$ cat src/logic/dma_ack_pkg.sv
// Shared constants and types for the DMA request, acknowledge and end block
package dma_ack_pkg;
  localparam int unsigned NUM_CHAN = 4;
  localparam int unsigned CHAN_BITS = 2;
  localparam int unsigned FIFO_WORDS = 8;
  localparam int unsigned ADDR_BITS = 32;
  localparam int unsigned DATA_BITS = 32;
  localparam int unsigned COUNT_BITS = 16;
  localparam logic [2:0] REQ_MASK_EXTERNAL_BUS_CLOCK = 3'h4;
  localparam logic [2:0] MASK_IDLE = 3'h0;
  localparam logic [3:0] STEP_BYTES = 4'h4;
  localparam logic ADDR_LSB_FORCED = 1'h0;
  typedef enum logic [1:0] {AREA_EXT, AREA_IRAM, AREA_PERIPH} area_t;
  typedef enum {ST_IDLE, ST_LOAD, ST_MOVE} xfer_state_t;
endpackage

$ cat src/logic/dma_stream_if.sv
// Valid/ready word stream between the transfer engine and its buffer
`timescale 1ns/10ps
interface dma_stream_if #(parameter int unsigned W = 32);
  logic valid;
  logic ready;
  logic [W-1:0] data;
  modport source(output valid, output data, input ready);
  modport sink(input valid, input data, output ready);
endinterface

$ cat src/logic/dma_fifo.sv
// Word FIFO that buffers read data between the source and destination cycles
`timescale 1ns/10ps
module dma_fifo #(
  parameter int unsigned WIDTH = 32,
  parameter int unsigned DEPTH = 8
) (
  // Clock and reset
  input wire logic clk,
  input wire logic rstn,
  // Fill and drain sides
  dma_stream_if.sink in_s,
  dma_stream_if.source out_s
);
  localparam int unsigned PW = $clog2(DEPTH);

  if (DEPTH < 2 || (DEPTH & (DEPTH - 1)) != 0) begin : g_bad_depth
    $error("dma_fifo depth must be a power of two of at least 2");
  end

  logic [WIDTH-1:0] mem_r [DEPTH];
  logic [PW:0] wr_ptr_r;
  logic [PW:0] rd_ptr_r;
  logic full;
  logic empty;
  logic push;
  logic pop;

  assign empty = wr_ptr_r == rd_ptr_r;
  assign full = (wr_ptr_r[PW] != rd_ptr_r[PW]) && (wr_ptr_r[PW-1:0] == rd_ptr_r[PW-1:0]);
  assign in_s.ready = !full;
  assign out_s.valid = !empty;
  assign out_s.data = mem_r[rd_ptr_r[PW-1:0]];
  assign push = in_s.valid && !full;
  assign pop = out_s.ready && !empty;

  always_ff @(posedge clk) begin
    if (push) begin
      mem_r[wr_ptr_r[PW-1:0]] <= in_s.data;
    end
  end

  always_ff @(posedge clk) begin
    if (!rstn) begin
      wr_ptr_r <= '0;
      rd_ptr_r <= '0;
    end else begin
      if (push) begin
        wr_ptr_r <= wr_ptr_r + 1'h1;
      end
      if (pop) begin
        rd_ptr_r <= rd_ptr_r + 1'h1;
      end
    end
  end
endmodule

$ cat src/logic/dma_request_ack_and_end.sv
// Four-channel DMA request, acknowledge, suspension and transfer-end logic
`timescale 1ns/10ps
module dma_request_ack_and_end #(
  parameter int unsigned ADDR_W = 32,
  parameter int unsigned DATA_W = 32,
  parameter int unsigned CNT_W = 16,
  parameter int unsigned FIFO_DEPTH = 8
) (
  // Clock and reset
  input wire logic clk,
  input wire logic rstn,
  // External request pins
  input wire logic [dma_ack_pkg::NUM_CHAN-1:0] chan_request_in_n,
  input wire logic external_bus_clock,
  output logic [dma_ack_pkg::NUM_CHAN-1:0] chan_ack_out_n,
  output logic [dma_ack_pkg::NUM_CHAN-1:0] terminal_count_n,
  // Channel control and status
  input wire logic [dma_ack_pkg::NUM_CHAN-1:0] chan_enable,
  input wire logic [dma_ack_pkg::NUM_CHAN-1:0] sw_start,
  input wire logic [dma_ack_pkg::NUM_CHAN-1:0] tc_clear,
  output logic [dma_ack_pkg::NUM_CHAN-1:0] tc_status,
  output logic [dma_ack_pkg::NUM_CHAN-1:0] transfer_end_irq,
  // Channel setup
  input wire logic setup_valid,
  input wire logic [dma_ack_pkg::CHAN_BITS-1:0] setup_chan,
  input wire logic [ADDR_W-1:0] setup_src,
  input wire logic [ADDR_W-1:0] setup_dst,
  input wire dma_ack_pkg::area_t setup_src_area,
  input wire dma_ack_pkg::area_t setup_dst_area,
  input wire logic [CNT_W-1:0] setup_count,
  // Suspension sources
  input wire logic bus_hold_grant,
  input wire logic refresh_active,
  // Memory bus
  output logic mem_req,
  output logic mem_we,
  output logic [ADDR_W-1:0] mem_addr,
  output dma_ack_pkg::area_t mem_area,
  output logic [DATA_W-1:0] mem_wdata,
  input wire logic [DATA_W-1:0] mem_rdata,
  input wire logic mem_ack,
  // CPU arbitration
  output logic cpu_rom_grant,
  output logic cpu_ram_grant,
  output logic dma_busy
);
  import dma_ack_pkg::*;

  if (ADDR_W < 4 || DATA_W < 1 || CNT_W < 2 || FIFO_DEPTH < 2) begin : g_bad_param
    $error("dma_request_ack_and_end parameters out of range");
  end

  function automatic logic [ADDR_W-1:0] align_addr(input logic [ADDR_W-1:0] a);
    align_addr = {a[ADDR_W-1:1], ADDR_LSB_FORCED};
  endfunction

  function automatic logic [NUM_CHAN-1:0] chan_bit(input logic [CHAN_BITS-1:0] c);
    chan_bit = {{(NUM_CHAN-1){1'h0}}, 1'h1} << c;
  endfunction

  function automatic logic [CHAN_BITS-1:0] pick_chan(input logic [NUM_CHAN-1:0] p);
    pick_chan = '0;
    for (int i = NUM_CHAN - 1; i >= 0; i--) begin
      if (p[i]) begin
        pick_chan = CHAN_BITS'(i);
      end
    end
  endfunction

  logic [ADDR_W-1:0] cfg_src_r [NUM_CHAN];
  logic [ADDR_W-1:0] cfg_dst_r [NUM_CHAN];
  area_t cfg_src_area_r [NUM_CHAN];
  area_t cfg_dst_area_r [NUM_CHAN];
  logic [CNT_W-1:0] cfg_cnt_r [NUM_CHAN];

  xfer_state_t state_r;
  logic [CHAN_BITS-1:0] cur_chan_r;
  logic [CHAN_BITS-1:0] tc_chan_r;
  logic [ADDR_W-1:0] src_r;
  logic [ADDR_W-1:0] dst_r;
  area_t area_src_r;
  area_t area_dst_r;
  logic [CNT_W-1:0] rd_left_r;
  logic [CNT_W-1:0] wr_left_r;
  logic mem_req_r;
  logic mem_we_r;
  logic [ADDR_W-1:0] mem_addr_r;
  area_t mem_area_r;
  logic [DATA_W-1:0] mem_wdata_r;
  logic [NUM_CHAN-1:0] pend_r;
  logic external_bus_clock_q_r;
  logic [2:0] mask_cnt_r;
  logic tc_pend_r;
  logic [NUM_CHAN-1:0] tc_n_r;
  logic [NUM_CHAN-1:0] tc_status_r;
  logic [NUM_CHAN-1:0] irq_r;
  logic cpu_rom_grant_r;
  logic cpu_ram_grant_r;

  logic suspend;
  logic bus_rise;
  logic want_rd;
  logic want_wr;
  logic issue;
  logic issue_wr;
  logic last_wr;
  logic grant;
  logic finish;
  logic [NUM_CHAN-1:0] grant_bit;
  logic [NUM_CHAN-1:0] pin_req;
  logic [NUM_CHAN-1:0] busy_mask;

  dma_stream_if #(.W(DATA_W)) rd_s();
  dma_stream_if #(.W(DATA_W)) wr_s();

  dma_fifo #(.WIDTH(DATA_W), .DEPTH(FIFO_DEPTH)) u_fifo (
    .clk(clk),
    .rstn(rstn),
    .in_s(rd_s),
    .out_s(wr_s)
  );

  assign suspend = bus_hold_grant | refresh_active;
  assign bus_rise = external_bus_clock & ~external_bus_clock_q_r;
  assign want_rd = (state_r == ST_MOVE) && (rd_left_r != '0) && rd_s.ready;
  assign want_wr = (state_r == ST_MOVE) && (wr_left_r != '0) && wr_s.valid && ((rd_left_r == '0) || !rd_s.ready);
  // New bus cycles start only outside hold and refresh, and pick up again on their own
  assign issue = !mem_req_r && !suspend && (want_rd || want_wr);
  assign issue_wr = issue && want_wr;
  assign last_wr = issue_wr && (wr_left_r == CNT_W'(1));
  assign grant = (state_r == ST_IDLE) && (pend_r != '0);
  assign grant_bit = grant ? chan_bit(pick_chan(pend_r)) : '0;
  assign finish = (state_r == ST_MOVE) && (rd_left_r == '0) && (wr_left_r == '0) && !mem_req_r;
  assign pin_req = (bus_rise && mask_cnt_r == MASK_IDLE) ? ~chan_request_in_n : '0;
  // The served channel's pin is still held low until acknowledge, so it must not re-arm
  assign busy_mask = (state_r != ST_IDLE) ? chan_bit(cur_chan_r) : '0;

  assign rd_s.valid = mem_req_r && !mem_we_r && mem_ack;
  assign rd_s.data = mem_rdata;
  assign wr_s.ready = issue_wr;

  // Acknowledge on every non-RAM cycle, peripheral cycles included
  assign chan_ack_out_n = (mem_req_r && mem_area_r != AREA_IRAM) ? ~chan_bit(cur_chan_r) : '1;
  assign terminal_count_n = tc_n_r;
  assign tc_status = tc_status_r;
  assign transfer_end_irq = irq_r;
  assign mem_req = mem_req_r;
  assign mem_we = mem_we_r;
  assign mem_addr = mem_addr_r;
  assign mem_area = mem_area_r;
  assign mem_wdata = mem_wdata_r;
  assign cpu_rom_grant = cpu_rom_grant_r;
  assign cpu_ram_grant = cpu_ram_grant_r;
  assign dma_busy = state_r != ST_IDLE;

  always_ff @(posedge clk) begin
    if (!rstn) begin
      for (int i = 0; i < NUM_CHAN; i++) begin
        cfg_src_r[i] <= '0;
        cfg_dst_r[i] <= '0;
        cfg_src_area_r[i] <= AREA_EXT;
        cfg_dst_area_r[i] <= AREA_EXT;
        cfg_cnt_r[i] <= '0;
      end
    end else if (setup_valid) begin
      cfg_src_r[setup_chan] <= setup_src;
      cfg_dst_r[setup_chan] <= setup_dst;
      cfg_src_area_r[setup_chan] <= setup_src_area;
      cfg_dst_area_r[setup_chan] <= setup_dst_area;
      cfg_cnt_r[setup_chan] <= setup_count;
    end
  end

  always_ff @(posedge clk) begin
    if (!rstn) begin
      state_r <= ST_IDLE;
      cur_chan_r <= '0;
    end else begin
      unique case (state_r)
        ST_IDLE: begin
          if (grant) begin
            cur_chan_r <= pick_chan(pend_r);
            state_r <= ST_LOAD;
          end
        end
        ST_LOAD: state_r <= ST_MOVE;
        ST_MOVE: begin
          if (finish) begin
            state_r <= ST_IDLE;
          end
        end
      endcase
    end
  end

  always_ff @(posedge clk) begin
    if (!rstn) begin
      src_r <= '0;
      dst_r <= '0;
      area_src_r <= AREA_EXT;
      area_dst_r <= AREA_EXT;
      rd_left_r <= '0;
      wr_left_r <= '0;
      mem_req_r <= 1'h0;
      mem_we_r <= 1'h0;
      mem_addr_r <= '0;
      mem_area_r <= AREA_EXT;
      mem_wdata_r <= '0;
    end else if (state_r == ST_LOAD) begin
      src_r <= align_addr(cfg_src_r[cur_chan_r]);
      dst_r <= align_addr(cfg_dst_r[cur_chan_r]);
      area_src_r <= cfg_src_area_r[cur_chan_r];
      area_dst_r <= cfg_dst_area_r[cur_chan_r];
      rd_left_r <= cfg_cnt_r[cur_chan_r];
      wr_left_r <= cfg_cnt_r[cur_chan_r];
    end else if (issue) begin
      mem_req_r <= 1'h1;
      mem_we_r <= want_wr;
      if (want_wr) begin
        mem_addr_r <= dst_r;
        mem_area_r <= area_dst_r;
        mem_wdata_r <= wr_s.data;
        dst_r <= dst_r + ADDR_W'(STEP_BYTES);
        wr_left_r <= wr_left_r - 1'h1;
      end else begin
        mem_addr_r <= src_r;
        mem_area_r <= area_src_r;
        src_r <= src_r + ADDR_W'(STEP_BYTES);
        rd_left_r <= rd_left_r - 1'h1;
      end
    end else if (mem_req_r && mem_ack) begin
      mem_req_r <= 1'h0;
    end
  end

  // Bus clock copy runs through reset, so no false rise follows its release
  always_ff @(posedge clk) begin
    external_bus_clock_q_r <= external_bus_clock;
  end

  always_ff @(posedge clk) begin
    if (!rstn) begin
      pend_r <= '0;
    end else begin
      pend_r <= (pend_r & ~grant_bit) | ((pin_req | sw_start) & chan_enable & ~tc_status_r & ~busy_mask & ~grant_bit);
    end
  end

  // Request pins stay masked for a few bus clocks after a transfer ends
  always_ff @(posedge clk) begin
    if (!rstn) begin
      mask_cnt_r <= MASK_IDLE;
    end else if (finish) begin
      mask_cnt_r <= REQ_MASK_EXTERNAL_BUS_CLOCK;
    end else if (bus_rise && mask_cnt_r != MASK_IDLE) begin
      mask_cnt_r <= mask_cnt_r - 1'h1;
    end
  end

  always_ff @(posedge clk) begin
    if (!rstn) begin
      tc_pend_r <= 1'h0;
      tc_chan_r <= '0;
      tc_n_r <= '1;
    end else begin
      if (last_wr) begin
        tc_pend_r <= 1'h1;
        tc_chan_r <= cur_chan_r;
      end else if (bus_rise) begin
        tc_pend_r <= 1'h0;
      end
      if (bus_rise) begin
        tc_n_r <= tc_pend_r ? ~chan_bit(tc_chan_r) : '1;
      end
    end
  end

  // Set wins over a clear in the same cycle
  always_ff @(posedge clk) begin
    if (!rstn) begin
      tc_status_r <= '0;
      irq_r <= '0;
    end else begin
      tc_status_r <= (tc_status_r & ~tc_clear) | (finish ? chan_bit(cur_chan_r) : '0);
      irq_r <= finish ? chan_bit(cur_chan_r) : '0;
    end
  end

  always_ff @(posedge clk) begin
    if (!rstn) begin
      cpu_rom_grant_r <= 1'h0;
      cpu_ram_grant_r <= 1'h0;
    end else begin
      cpu_rom_grant_r <= 1'h1;
      cpu_ram_grant_r <= (state_r == ST_IDLE) || (area_src_r != AREA_IRAM && area_dst_r != AREA_IRAM);
    end
  end
endmodule

$ cat config.mk
export PLATFORM = sky130hd
export DESIGN_NAME = dma_request_ack_and_end
export DESIGN_NICKNAME = d
export VERILOG_FILES = /design/src/logic/dma_ack_pkg.sv /design/src/logic/dma_stream_if.sv /design/src/logic/dma_fifo.sv /design/src/logic/dma_request_ack_and_end.sv
export SDC_FILE = /design/constraint.sdc
export NUM_CORES = 1
export LEC_CHECK = 0
export ABC_AREA = 0
export BUFFER_PORTS_ARGS = -buffer_cell sky130_fd_sc_hd__buf_4
export CORE_MARGIN = 4
export CORE_UTILIZATION = 54
export CTS_CLUSTER_DIAMETER = 120
export DETAILED_ROUTE_END_ITERATION = 7
export PLACE_DENSITY = 0.76
export SYNTH_ARGS = -nofsm -noshare
export SYNTH_HDL_FRONTEND = slang
export SYNTH_SLANG_ARGS = --single-unit
$ cat constraint.sdc
create_clock -name clk -period 9.6 [get_ports clk]
set_clock_uncertainty 0.2 [all_clocks]
set_input_delay 1.92 -clock clk [delete_from_list [all_inputs] [get_ports clk]]
set_output_delay 1.92 -clock clk [all_outputs]
set_load 0.005 [all_outputs]
==> results of run 1 <==
metal layers:
metal | vias to the layer above | GRT usage [%] | routed length [um] | share of wire (%)
li1 | 9042 | - | - | -
met1 | 10250 | 33.72 | 31900 | 40
met2 | 864 | 40.21 | 39670 | 49
met3 | 149 | 5.335 | 6755 | 8.4
met4 | 6 | 7.482 | 2082 | 2.6
met5 | - | 0 | 47 | 0.058
path summary, 6_finish.rpt:
kind	depth (start not counted)	start	endpoint
setup / recovery	6	setup_valid	cfg_src_r[1][19]$_SDFFCE_PN0P_
hold / removal	2	src_r[1]$_SDFFE_PN0P_	mem_addr[1]$_SDFFE_PN0P_
setup reg to reg	8	u_fifo.rd_ptr_r[0]$_SDFFE_PN0P_	mem_wdata[7]$_SDFFE_PN0P_
hold reg to reg	2	src_r[1]$_SDFFE_PN0P_	mem_addr[1]$_SDFFE_PN0P_
cell families after synthesis:
logic type               share of synthesized area, %
adder cells (fa/ha/maj)                        0.5317
buffers and inverters                           2.142
XOR/XNOR                                        2.446
multiplexers                                    11.51
flip-flops                                      65.62
AND/OR/NAND/NOR                                 12.96
other                                         0.01138
AO/OA/AOI/OAI                                   4.777
cells in the mapped netlist, drive strengths merged (10+ instances only):
master / n / area (um2)
a211oi: 45 / 337.8
o21ai: 108 / 540.5
nand2b: 11 / 68.82
nand2: 149 / 559.3
xor2: 19 / 166.4
and2: 250 / 1564
nor4b: 10 / 93.84
mux2i: 48 / 480.5
a21oi: 53 / 265.3
nand4: 23 / 150.1
nand3: 34 / 170.2
nor4: 27 / 217.7
dfxtp: 204 / 4084
clkbuf: 119 / 446.7
buf: 34 / 161.4
ha: 14 / 175.2
nor3: 39 / 231.5
xnor2: 73 / 639.4
a31oi: 34 / 212.7
mux4: 146 / 3288
and3: 90 / 563.0
edfxtp: 584 / 17540
nor2: 107 / 404.1
inv: 25 / 93.84
critical path, delay by kind of cell:
family | cells | cell delay, ns
AND/OR/NAND/NOR | 3 | 1.15
buffers and inverters | 3 | 1.80
power groups by stage:
stage | Clock (mW) | Sequential (mW) | Combinational (mW)
2_1_floorplan | 0 | 4.13 | 0.792
3_3_place_gp | 0 | 4.22 | 1.08
3_5_place_dp | 0 | 4.25 | 1.11
4_1_cts | 3.12 | 4.18 | 1.11
5_1_grt | 3.26 | 4.21 | 1.21
6_report | 3.08 | 4.18 | 1.11
flip-flops by register name, indices dropped and copies added (netlist names), 8 cells and up, named ones only:
register        flops
mem_addr           31
cfg_dst_area_r      8
u_fifo.mem_r      256
rd_left_r          16
cfg_cnt_r          64
mem_wdata          32
wr_left_r          16
src_r              31
dst_r              31
cfg_src_area_r      8
cfg_dst_r         124
cfg_src_r         124
cell type report:
| type | count | area share (%) |
|---|---|---|
| Antenna cell | 4 | 0.02636 |
| Clock inverter | 28 | 0.7711 |
| Tap cell | 782 | 2.577 |
| Multi-Input combinational cell | 1342 | 28.21 |
| Timing Repair Buffer | 258 | 5.101 |
| Clock buffer | 119 | 6.083 |
| Sequential cell | 788 | 56.98 |
| Inverter | 26 | 0.2570 |
metrics by stage:
step / cells / worst slack (ns) / hold slack [ns]
final: 3347 / 4.661 / 0.2877
after detailed placement: 3196 / 3.960 / 0.2788
after global placement: 3196 / 3.946 / 0.2663
after floorplan: 2309 / 0.7972 / 0.2477
after CTS: 3343 / 4.610 / 0.2824
after global routing: 3345 / 4.427 / 0.3037
==> impl_metrics.ini, run 1 <==
[timing]
setup_repair_after_global_routing_missed_its_margin = false
final.period_utilization_pct = 51.45
final_tns_setup_ns = 0
worst_slew_pin_slew_ns = 1.193
setup_viol = 0
fmaxAchievable_ghz = 0.2025
finalCriticalPeriod_ns = 4.939
hold_violations = 0
relSlewSlack_pct = 20.49
finalMaxSlewViolations = 0

[synth]
synthCells = 2309
synthesis.area_mm2 = 0.03295
syn_nets = 2464
synth.lib_cells_used.distinct = 64
ys_dominant_reg_cell = sky130_fd_sc_hd__edfxtp_1
postSynth.asyncResetShare_pct = 0
postSynthRegisterBits = 788
synth.yosys.seq_area_share_pct = 65.62
synthesis.yosys.warnings = 0
synth_enable_flop_cells = 584
avg_inst_size_synth_um2 = 14.27

[setup_path]
path_max_fanout = 85
reg2reg_setup_slack_ns = 5.99
cpMostUsedCell = sky130_fd_sc_hd__buf_4
timing.critical_path.arrival_ns = 4.98
critical_path_source_type = input port
slowest_delay_ns = 0.70
crit_chain = buf_4, nand2_1, nor3b_2, buf_4, nand2b_4, buf_4
required_ns = 9.64
slowest_stage = sky130_fd_sc_hd__buf_4
critical_path.endpoint_type = flop
worstSetupPathType = in -> reg

[grt]
via_count_of_the_first_global_routing_pass = 20600
initial_antenna_violation_count = 6
grt_max_degree = 86
grt_use_total_pct = 24.61
overflow = 0
wire_length_of_the_first_global_routing_pass_um = 121900

[run_status]
status = finished, final reports clean

[power]
share_comb_of_total_power_pct = 13.3
ir_drop_worst_vdd_mv = 0.1730
power.clock.fraction_pct = 36.8
sw_frac_of_total_pct = 26.10
leakage_nw = 12.91
net-switching-power_mw = 2.184
report.power.total_mw = 8.368
int_power_mw = 6.184
power_density_mw_per_mm2 = 220.4
sequentialPowerShare_pct = 49.9

[floorplan]
floorplan.die_area_mm2 = 0.06503
number_of_top_level_design_ports = 228
floorplan.die.height_um = 255.0
placementRows = 90
initial_utilization_pct = 54.59
fp.coreArea_mm2 = 0.06036
die_span_in_x_um = 255.0

[job]
max_cap_viol_count = 0

[finish]
mostFrequentLayoutCell = sky130_fd_sc_hd__edfxtp_1
ff_latch_area_mm2 = 0.02163
final_area_mm2 = 0.03797
layout.core_utilization_pct = 62.91
layout.cells.most_common_list = sky130_fd_sc_hd__edfxtp_1 (584), sky130_fd_sc_hd__buf_4 (258), sky130_fd_sc_hd__and2_1 (250), sky130_fd_sc_hd__dfxtp_1 (199), sky130_fd_sc_hd__nand2_1 (148)
num-nets-final = 2651
area_used_by_multi_input_combinational_logic_mm2 = 0.01071
area_growth_syn_to_layout_pct = 15.24
layout_cell_share_with_drive_strength_beyond_1_pct = 22.14
fill_cells = 4338

[clock_network]
tritoncts = yes
cts_num_sinks = 788
cts-hold-fix-buffers = 0
worst_skew_pair.late_latency_ns = 0.63
cts-resized-gates = 0
root_buffer = sky130_fd_sc_hd__clkbuf_16
clock_tree.htree_level_count = 3
cts_inserted_buffers = 80
cts-root-to-sink-buffers = 3
clk_transition_reported_paths_ns = 0.06
postCtsSetupBuffers = 0

[detailed_routing]
drc = 0
post_drt_antenna_nets = 0
route.detailed.vias_per_inst = 6.068
detail_route.iter0.violations = 2065
via_count_of_the_routed_design = 20310
drt_pre_antenna_iters = 5
finalWirelength_um = 80450
drt-wirelength-per-cell_um = 24.04

[place]
placed_cell_area_mm2 = 0.03536
numPortBuffers = 224
dp.final_hpwl_um = 48950
gpl.final_weighted_congestion = 0.8607

[min_path]
holdCritPathClass = reg -> reg
(Power assumes the default switching activity.)
==> run 2, diff against run 1 <==
==> constraint.sdc (replaced) <==
create_clock -name clk -period 4.8 [get_ports clk]
set_clock_uncertainty 0.2 [all_clocks]
set_input_delay 0.96 -clock clk [delete_from_list [all_inputs] [get_ports clk]]
set_output_delay 0.96 -clock clk [all_outputs]
set_load 0.005 [all_outputs]
==> run 2 against run 1 <==
  * Combinational power increased by 100%
  * Via count increased by 0.66%
  * Sequential cell count unchanged
  * Critical path depth unchanged
  * Power increased by 100%
  * Critical endpoint is now u_fifo.mem_r[4][6]$_DFFE_PP_
==> impl_metrics.ini, run 2 (synthesis gave the netlist of run 1 again) <==
[detailed_routing]
detail_route.iter0.violations = 2025
drt-wirelength-per-cell_um = 24.08
route.detailed.vias_per_inst = 6.084
drc = 0
drt_pre_antenna_iters = 6
post_drt_antenna_nets = 0
via_count_of_the_routed_design = 20440
finalWirelength_um = 80900

[finish]
layout.cells.most_common_list = sky130_fd_sc_hd__edfxtp_1 (584), sky130_fd_sc_hd__buf_4 (265), sky130_fd_sc_hd__and2_1 (250), sky130_fd_sc_hd__dfxtp_1 (199), sky130_fd_sc_hd__nand2_1 (148)
layout_cell_share_with_drive_strength_beyond_1_pct = 22.35
area_growth_syn_to_layout_pct = 15.53
largest_reg_flops = 256
ff_latch_area_mm2 = 0.02163
mostFrequentLayoutCell = sky130_fd_sc_hd__edfxtp_1
final_area_mm2 = 0.03806
num-nets-final = 2663
layout.core_utilization_pct = 63.06
fill_cells = 4368
area_used_by_multi_input_combinational_logic_mm2 = 0.01071

[clock_network]
clk_transition_reported_paths_ns = 0.06
cts-resized-gates = 0
postCtsSetupBuffers = 0
cts-root-to-sink-buffers = 3
cts_num_sinks = 788
cts-hold-fix-buffers = 0
clock_tree.htree_level_count = 3
worst_skew_pair.late_latency_ns = 0.62
tritoncts = yes
root_buffer = sky130_fd_sc_hd__clkbuf_16
cts_inserted_buffers = 81

[setup_path]
path_max_fanout = 33
critical_path_source_type = flop
required_ns = 4.85
worst_r2r_path_depth = 6
worstSetupPathType = reg -> reg
r2r_start = u_fifo.rd_ptr_r[0]$_SDFFE_PN0P_
timing.critical_path.arrival_ns = 3.49
regToRegEndpoint = u_fifo.mem_r[4][6]$_DFFE_PP_
critical_path.endpoint_type = flop
reg2reg_setup_slack_ns = 1.37

[min_path]
holdCritPathClass = in -> reg
worst_hold_path.endpoint = external_bus_clock_q_r$_DFF_P_
worstHoldStart = external_bus_clock
worstHoldPathCells = 1

[grt]
grt_max_degree = 99
overflow = 0
grt_use_total_pct = 24.76
initial_antenna_violation_count = 5
wire_length_of_the_first_global_routing_pass_um = 122900
via_count_of_the_first_global_routing_pass = 20590

[timing]
setup_viol = 0
worst_slew_pin_slew_ns = 1.041
hold_violations = 0
relSlewSlack_pct = 30.63
final_tns_setup_ns = 0
finalCriticalPeriod_ns = 3.435
final.period_utilization_pct = 71.56
finalMaxSlewViolations = 0
setup_repair_after_global_routing_missed_its_margin = false
fmaxAchievable_ghz = 0.2911

[floorplan]
die_span_in_x_um = 255.0
initial_utilization_pct = 54.59
floorplan.die_area_mm2 = 0.06503
placementRows = 90
fp.coreArea_mm2 = 0.06036
floorplan.die.height_um = 255.0
number_of_top_level_design_ports = 228

[place]
placed_cell_area_mm2 = 0.03549
dp.final_hpwl_um = 49120
gpl.final_weighted_congestion = 0.8519
numPortBuffers = 224

[power]
power_density_mw_per_mm2 = 438.7
power.clock.fraction_pct = 36.4
sequentialPowerShare_pct = 50.1
share_comb_of_total_power_pct = 13.5
ir_drop_worst_vdd_mv = 0.3241
leakage_nw = 12.97
int_power_mw = 12.32
sw_frac_of_total_pct = 26.20
net-switching-power_mw = 4.376

[run_status]
status = finished, final reports clean

[job]
max_cap_viol_count = 0
-- run 2: worst max-delay path by stage --
stage,from,to,depth (start not counted)
6_report,u_fifo.rd_ptr_r[0]$_SDFFE_PN0P_,u_fifo.mem_r[4][6]$_DFFE_PP_,6
5_1_grt,u_fifo.rd_ptr_r[0]$_SDFFE_PN0P_,u_fifo.mem_r[0][2]$_DFFE_PP_,6
4_1_cts,u_fifo.rd_ptr_r[0]$_SDFFE_PN0P_,u_fifo.mem_r[4][30]$_DFFE_PP_,6
3_5_place_dp,refresh_active,src_r[29]$_SDFFE_PN0P_,6
3_3_place_gp,refresh_active,src_r[29]$_SDFFE_PN0P_,6
2_1_floorplan,mem_ack,u_fifo.mem_r[4][0]$_DFFE_PP_,4
-- run 2: cell type report --
type | instances | area share [%]
Tap cell | 782 | 2.571
Clock buffer | 122 | 6.130
Timing Repair Buffer | 269 | 5.437
Sequential cell | 788 | 56.84
Inverter | 26 | 0.2564
Clock inverter | 30 | 0.6245
Multi-Input combinational cell | 1342 | 28.14
Antenna cell | 1 | 0.006574
-- run 2: layer usage --
metal  share of wire (%)  global-route usage [%]
met1                  39                   33.47
met2                  50                   41.82
met3                 8.3                   4.573
met4                 2.5                   6.999
met5               0.069                       0
-- run 2: metrics by stage --
step	worst slack (ns)	hold WS [ns]	cells	power [mW]
floorplan	0.2815	0.2477	2309	9.843
global placement	1.245	0.2690	3207	10.65
detailed placement	1.204	0.2829	3207	10.74
CTS	1.351	0.2362	3359	16.80
global route	1.009	0.2495	3359	17.34
finish	1.365	0.2657	3360	16.70
-- run 2: power by group through the flow --
stage	logic, mW	registers (mW)	clock network [mW]
after floorplan	1.58	8.26	0
after global placement	2.20	8.46	0
after detailed placement	2.24	8.50	0
after CTS	2.26	8.36	6.17
after global routing	2.45	8.43	6.47
final	2.26	8.37	6.08
-- run 2: worst max-delay path: stages (launching register included) --
cell	delay, ns
sky130_fd_sc_hd__dfxtp_4	0.78
sky130_fd_sc_hd__xnor2_1	0.19
sky130_fd_sc_hd__and4b_1	0.33
sky130_fd_sc_hd__nor3_1	0.55
sky130_fd_sc_hd__nand2_1	0.31
sky130_fd_sc_hd__nor3_2	0.17
sky130_fd_sc_hd__buf_4	0.50
==> run 3, diff against run 2 <==
==> constraint.sdc (replaced) <==
create_clock -name clk -period 3.34 [get_ports clk]
set_clock_uncertainty 0.2 [all_clocks]
set_input_delay 0.668 -clock clk [delete_from_list [all_inputs] [get_ports clk]]
set_output_delay 0.668 -clock clk [all_outputs]
set_load 0.005 [all_outputs]
==> run 3 against run 2 <==
  * Final cell count is 0.95% higher
  * Die area unchanged
  * Via count up 0.42%
  * Critical path depth increased by 3
  * Core utilization rose by 0.85 points
  * Non-clock buffer count increased by 30
  * Count of clock-buffer cells in the layout fell by 7
  * Final area rose by 1.3%
  * Maximum frequency up 17%
  * Setup slack got worse by 0.97 ns
  * Combinational power is 54% higher
  * Hold slack worse by 0.22 ns
  * Critical path type unchanged
  * Largest power group unchanged
==> impl_metrics.ini, run 3 (synthesis gave the netlist of run 1 again) <==
[run_status]
status = finished, final reports clean

[setup_path]
required_ns = 3.65
worst_r2r_path_depth = 9
reg2reg_setup_slack_ns = 0.39
path_buf_inv = 2
crit_path_start = rd_left_r[0]$_SDFFE_PN0P_
regToRegEndpoint = mem_wdata[1]$_SDFFE_PN0P_
timing.critical_path.depth = 9
critical_path_source_type = flop
critical_path.endpoint_type = flop
path_delay_family = simple AND/OR/NAND/NOR gates
worstSetupPathType = reg -> reg
slowest_delay_ns = 0.41
path_max_fanout = 64
r2r_start = rd_left_r[0]$_SDFFE_PN0P_
crit_chain = inv_1, ha_1, nor4b_2, nand4_2, o21a_2, nor4_4, buf_12, nor2_1, a211oi_1
timing.critical_path.arrival_ns = 3.25
timing.critical_path.to = mem_wdata[1]$_SDFFE_PN0P_
slowest_stage = sky130_fd_sc_hd__o21a_2

[clock_network]
worst_skew_pair.late_latency_ns = 0.65
cts-root-to-sink-buffers = 3
cts_inserted_buffers = 81
clock_tree.htree_level_count = 3
root_buffer = sky130_fd_sc_hd__clkbuf_16
cts_num_sinks = 788
tritoncts = yes
clk_transition_reported_paths_ns = 0.06

[place]
gpl.final_weighted_congestion = 0.8642
pre_cts_ws_ns = 0.2662
numPortBuffers = 224
placed_cell_area_mm2 = 0.03593
dp.final_hpwl_um = 50450

[floorplan]
floorplan.die_area_mm2 = 0.06503
initial_utilization_pct = 54.59
number_of_top_level_design_ports = 228
fp.coreArea_mm2 = 0.06036
floorplan.die.height_um = 255.0
die_span_in_x_um = 255.0
placementRows = 90

[timing]
fmaxAchievable_ghz = 0.3395
setup_viol = 0
worst_slew_pin_slew_ns = 0.9911
relSlewSlack_pct = 33.93
post-route-worst-setup-slack_ns = 0.3948
finalMaxSlewViolations = 0
finalCriticalPeriod_ns = 2.945
setup_repair_after_global_routing_missed_its_margin = false
hold_violations = 0
final_tns_setup_ns = 0
final.period_utilization_pct = 88.18

[detailed_routing]
drt-wirelength-per-cell_um = 23.88
finalWirelength_um = 80990
drt_pre_antenna_iters = 5
post_drt_antenna_nets = 0
detail_route.iter0.violations = 2062
route.detailed.vias_per_inst = 6.052
via_count_of_the_routed_design = 20530
drc = 0

[min_path]
holdCritPathClass = in -> reg
worstHoldPathCells = 1

[grt]
grt_busiest_layer = met2
use_met1_pct = 33.37
overflow = 0
grt_max_degree = 95
grt_use_total_pct = 24.99
via_count_of_the_first_global_routing_pass = 20830
grtUsageMet3_pct = 5.132
wire_length_of_the_first_global_routing_pass_um = 124200
gr-usage-met2_pct = 42.11
initial_antenna_violation_count = 7

[finish]
area_growth_syn_to_layout_pct = 17.08
layout_cell_share_with_drive_strength_beyond_1_pct = 23.33
num-nets-final = 2693
mostFrequentLayoutCell = sky130_fd_sc_hd__edfxtp_1
largest_reg_flops = 256
final_area_mm2 = 0.03858
layout.core_utilization_pct = 63.91
layout.cells.most_common_list = sky130_fd_sc_hd__edfxtp_1 (584), sky130_fd_sc_hd__buf_4 (277), sky130_fd_sc_hd__and2_1 (250), sky130_fd_sc_hd__dfxtp_1 (199), sky130_fd_sc_hd__nand2_1 (148)

[job]
max_cap_viol_count = 0

[power]
power_density_mw_per_mm2 = 628.1
leakage_nw = 13.19
ir_drop_worst_vdd_mv = 0.6921
-- run 3: changes by cell type in the layout (fill, tap and decap cells not counted), sizes merged --
cell         delta
inv             -4
clkinvlp        -1
dlygate4sd3     +1
clkinv         +10
clkbuf          -7
diode           +3
buf            +29
bufinv          +1
-- run 3: worst register-to-register path: stages (launching register included) --
cell	delay [ns]
sky130_fd_sc_hd__dfxtp_1	0.33
sky130_fd_sc_hd__inv_1	0.12
sky130_fd_sc_hd__ha_1	0.17
sky130_fd_sc_hd__nor4b_2	0.28
sky130_fd_sc_hd__nand4_2	0.18
sky130_fd_sc_hd__o21a_2	0.41
sky130_fd_sc_hd__nor4_4	0.36
sky130_fd_sc_hd__buf_12	0.31
sky130_fd_sc_hd__nor2_1	0.15
sky130_fd_sc_hd__a211oi_1	0.33
-- run 3: worst min-delay path by stage --
stage / endpoint / start
floorplan: mem_addr[1]$_SDFFE_PN0P_ / src_r[1]$_SDFFE_PN0P_
global placement: mem_addr[1]$_SDFFE_PN0P_ / src_r[1]$_SDFFE_PN0P_
detailed placement: mem_addr[1]$_SDFFE_PN0P_ / dst_r[1]$_SDFFE_PN0P_
CTS: u_fifo.mem_r[2][7]$_DFFE_PP_ / mem_rdata[7]
global route: u_fifo.mem_r[5][24]$_DFFE_PP_ / mem_rdata[24]
finish: u_fifo.mem_r[5][24]$_DFFE_PP_ / mem_rdata[24]
-- run 3: power by group --
| part | switching, mW | total (mW) | internal [mW] |
|---|---|---|---|
| registers | 0.681 | 11.9 | 11.3 |
| logic | 1.93 | 3.49 | 1.55 |
| clock network | 3.77 | 8.81 | 5.03 |
| total | 6.39 | 24.2 | 17.8 |
-- run 3: timing repair --
item	CTS	global route
gates resized for setup	0	1
setup buffers	0	0
hold endpoints to repair	1	0
hold buffers	1	0
setup endpoints to repair	0	1
-- run 3: final cells by class --
type	instances	area, um2
antenna	4	10.01
clock buffer	115	2278
clock inverter	36	342.8
fill	4308	21780
inverter	26	97.59
multi-input combinational	1342	10720
sequential	788	21630
tap	782	978.4
timing repair buffer	299	2510
-- run 3: routing by layer --
layer	up-vias	part of all wire, %
met4	6	2.4
li1	9149	-
met3	131	8.2
met1	10400	40
met5	-	0.047
met2	847	50
-- run 3: metrics by stage --
step                      instances  hold slack, ns  power [mW]
after floorplan                2309          0.2477       14.14
after global routing           3391         0.03622       25.17
after detailed placement       3236          0.2643       15.57
final                          3392         0.05016       24.23
after global placement         3236          0.2575       15.43
after CTS                      3388         0.03036       24.32
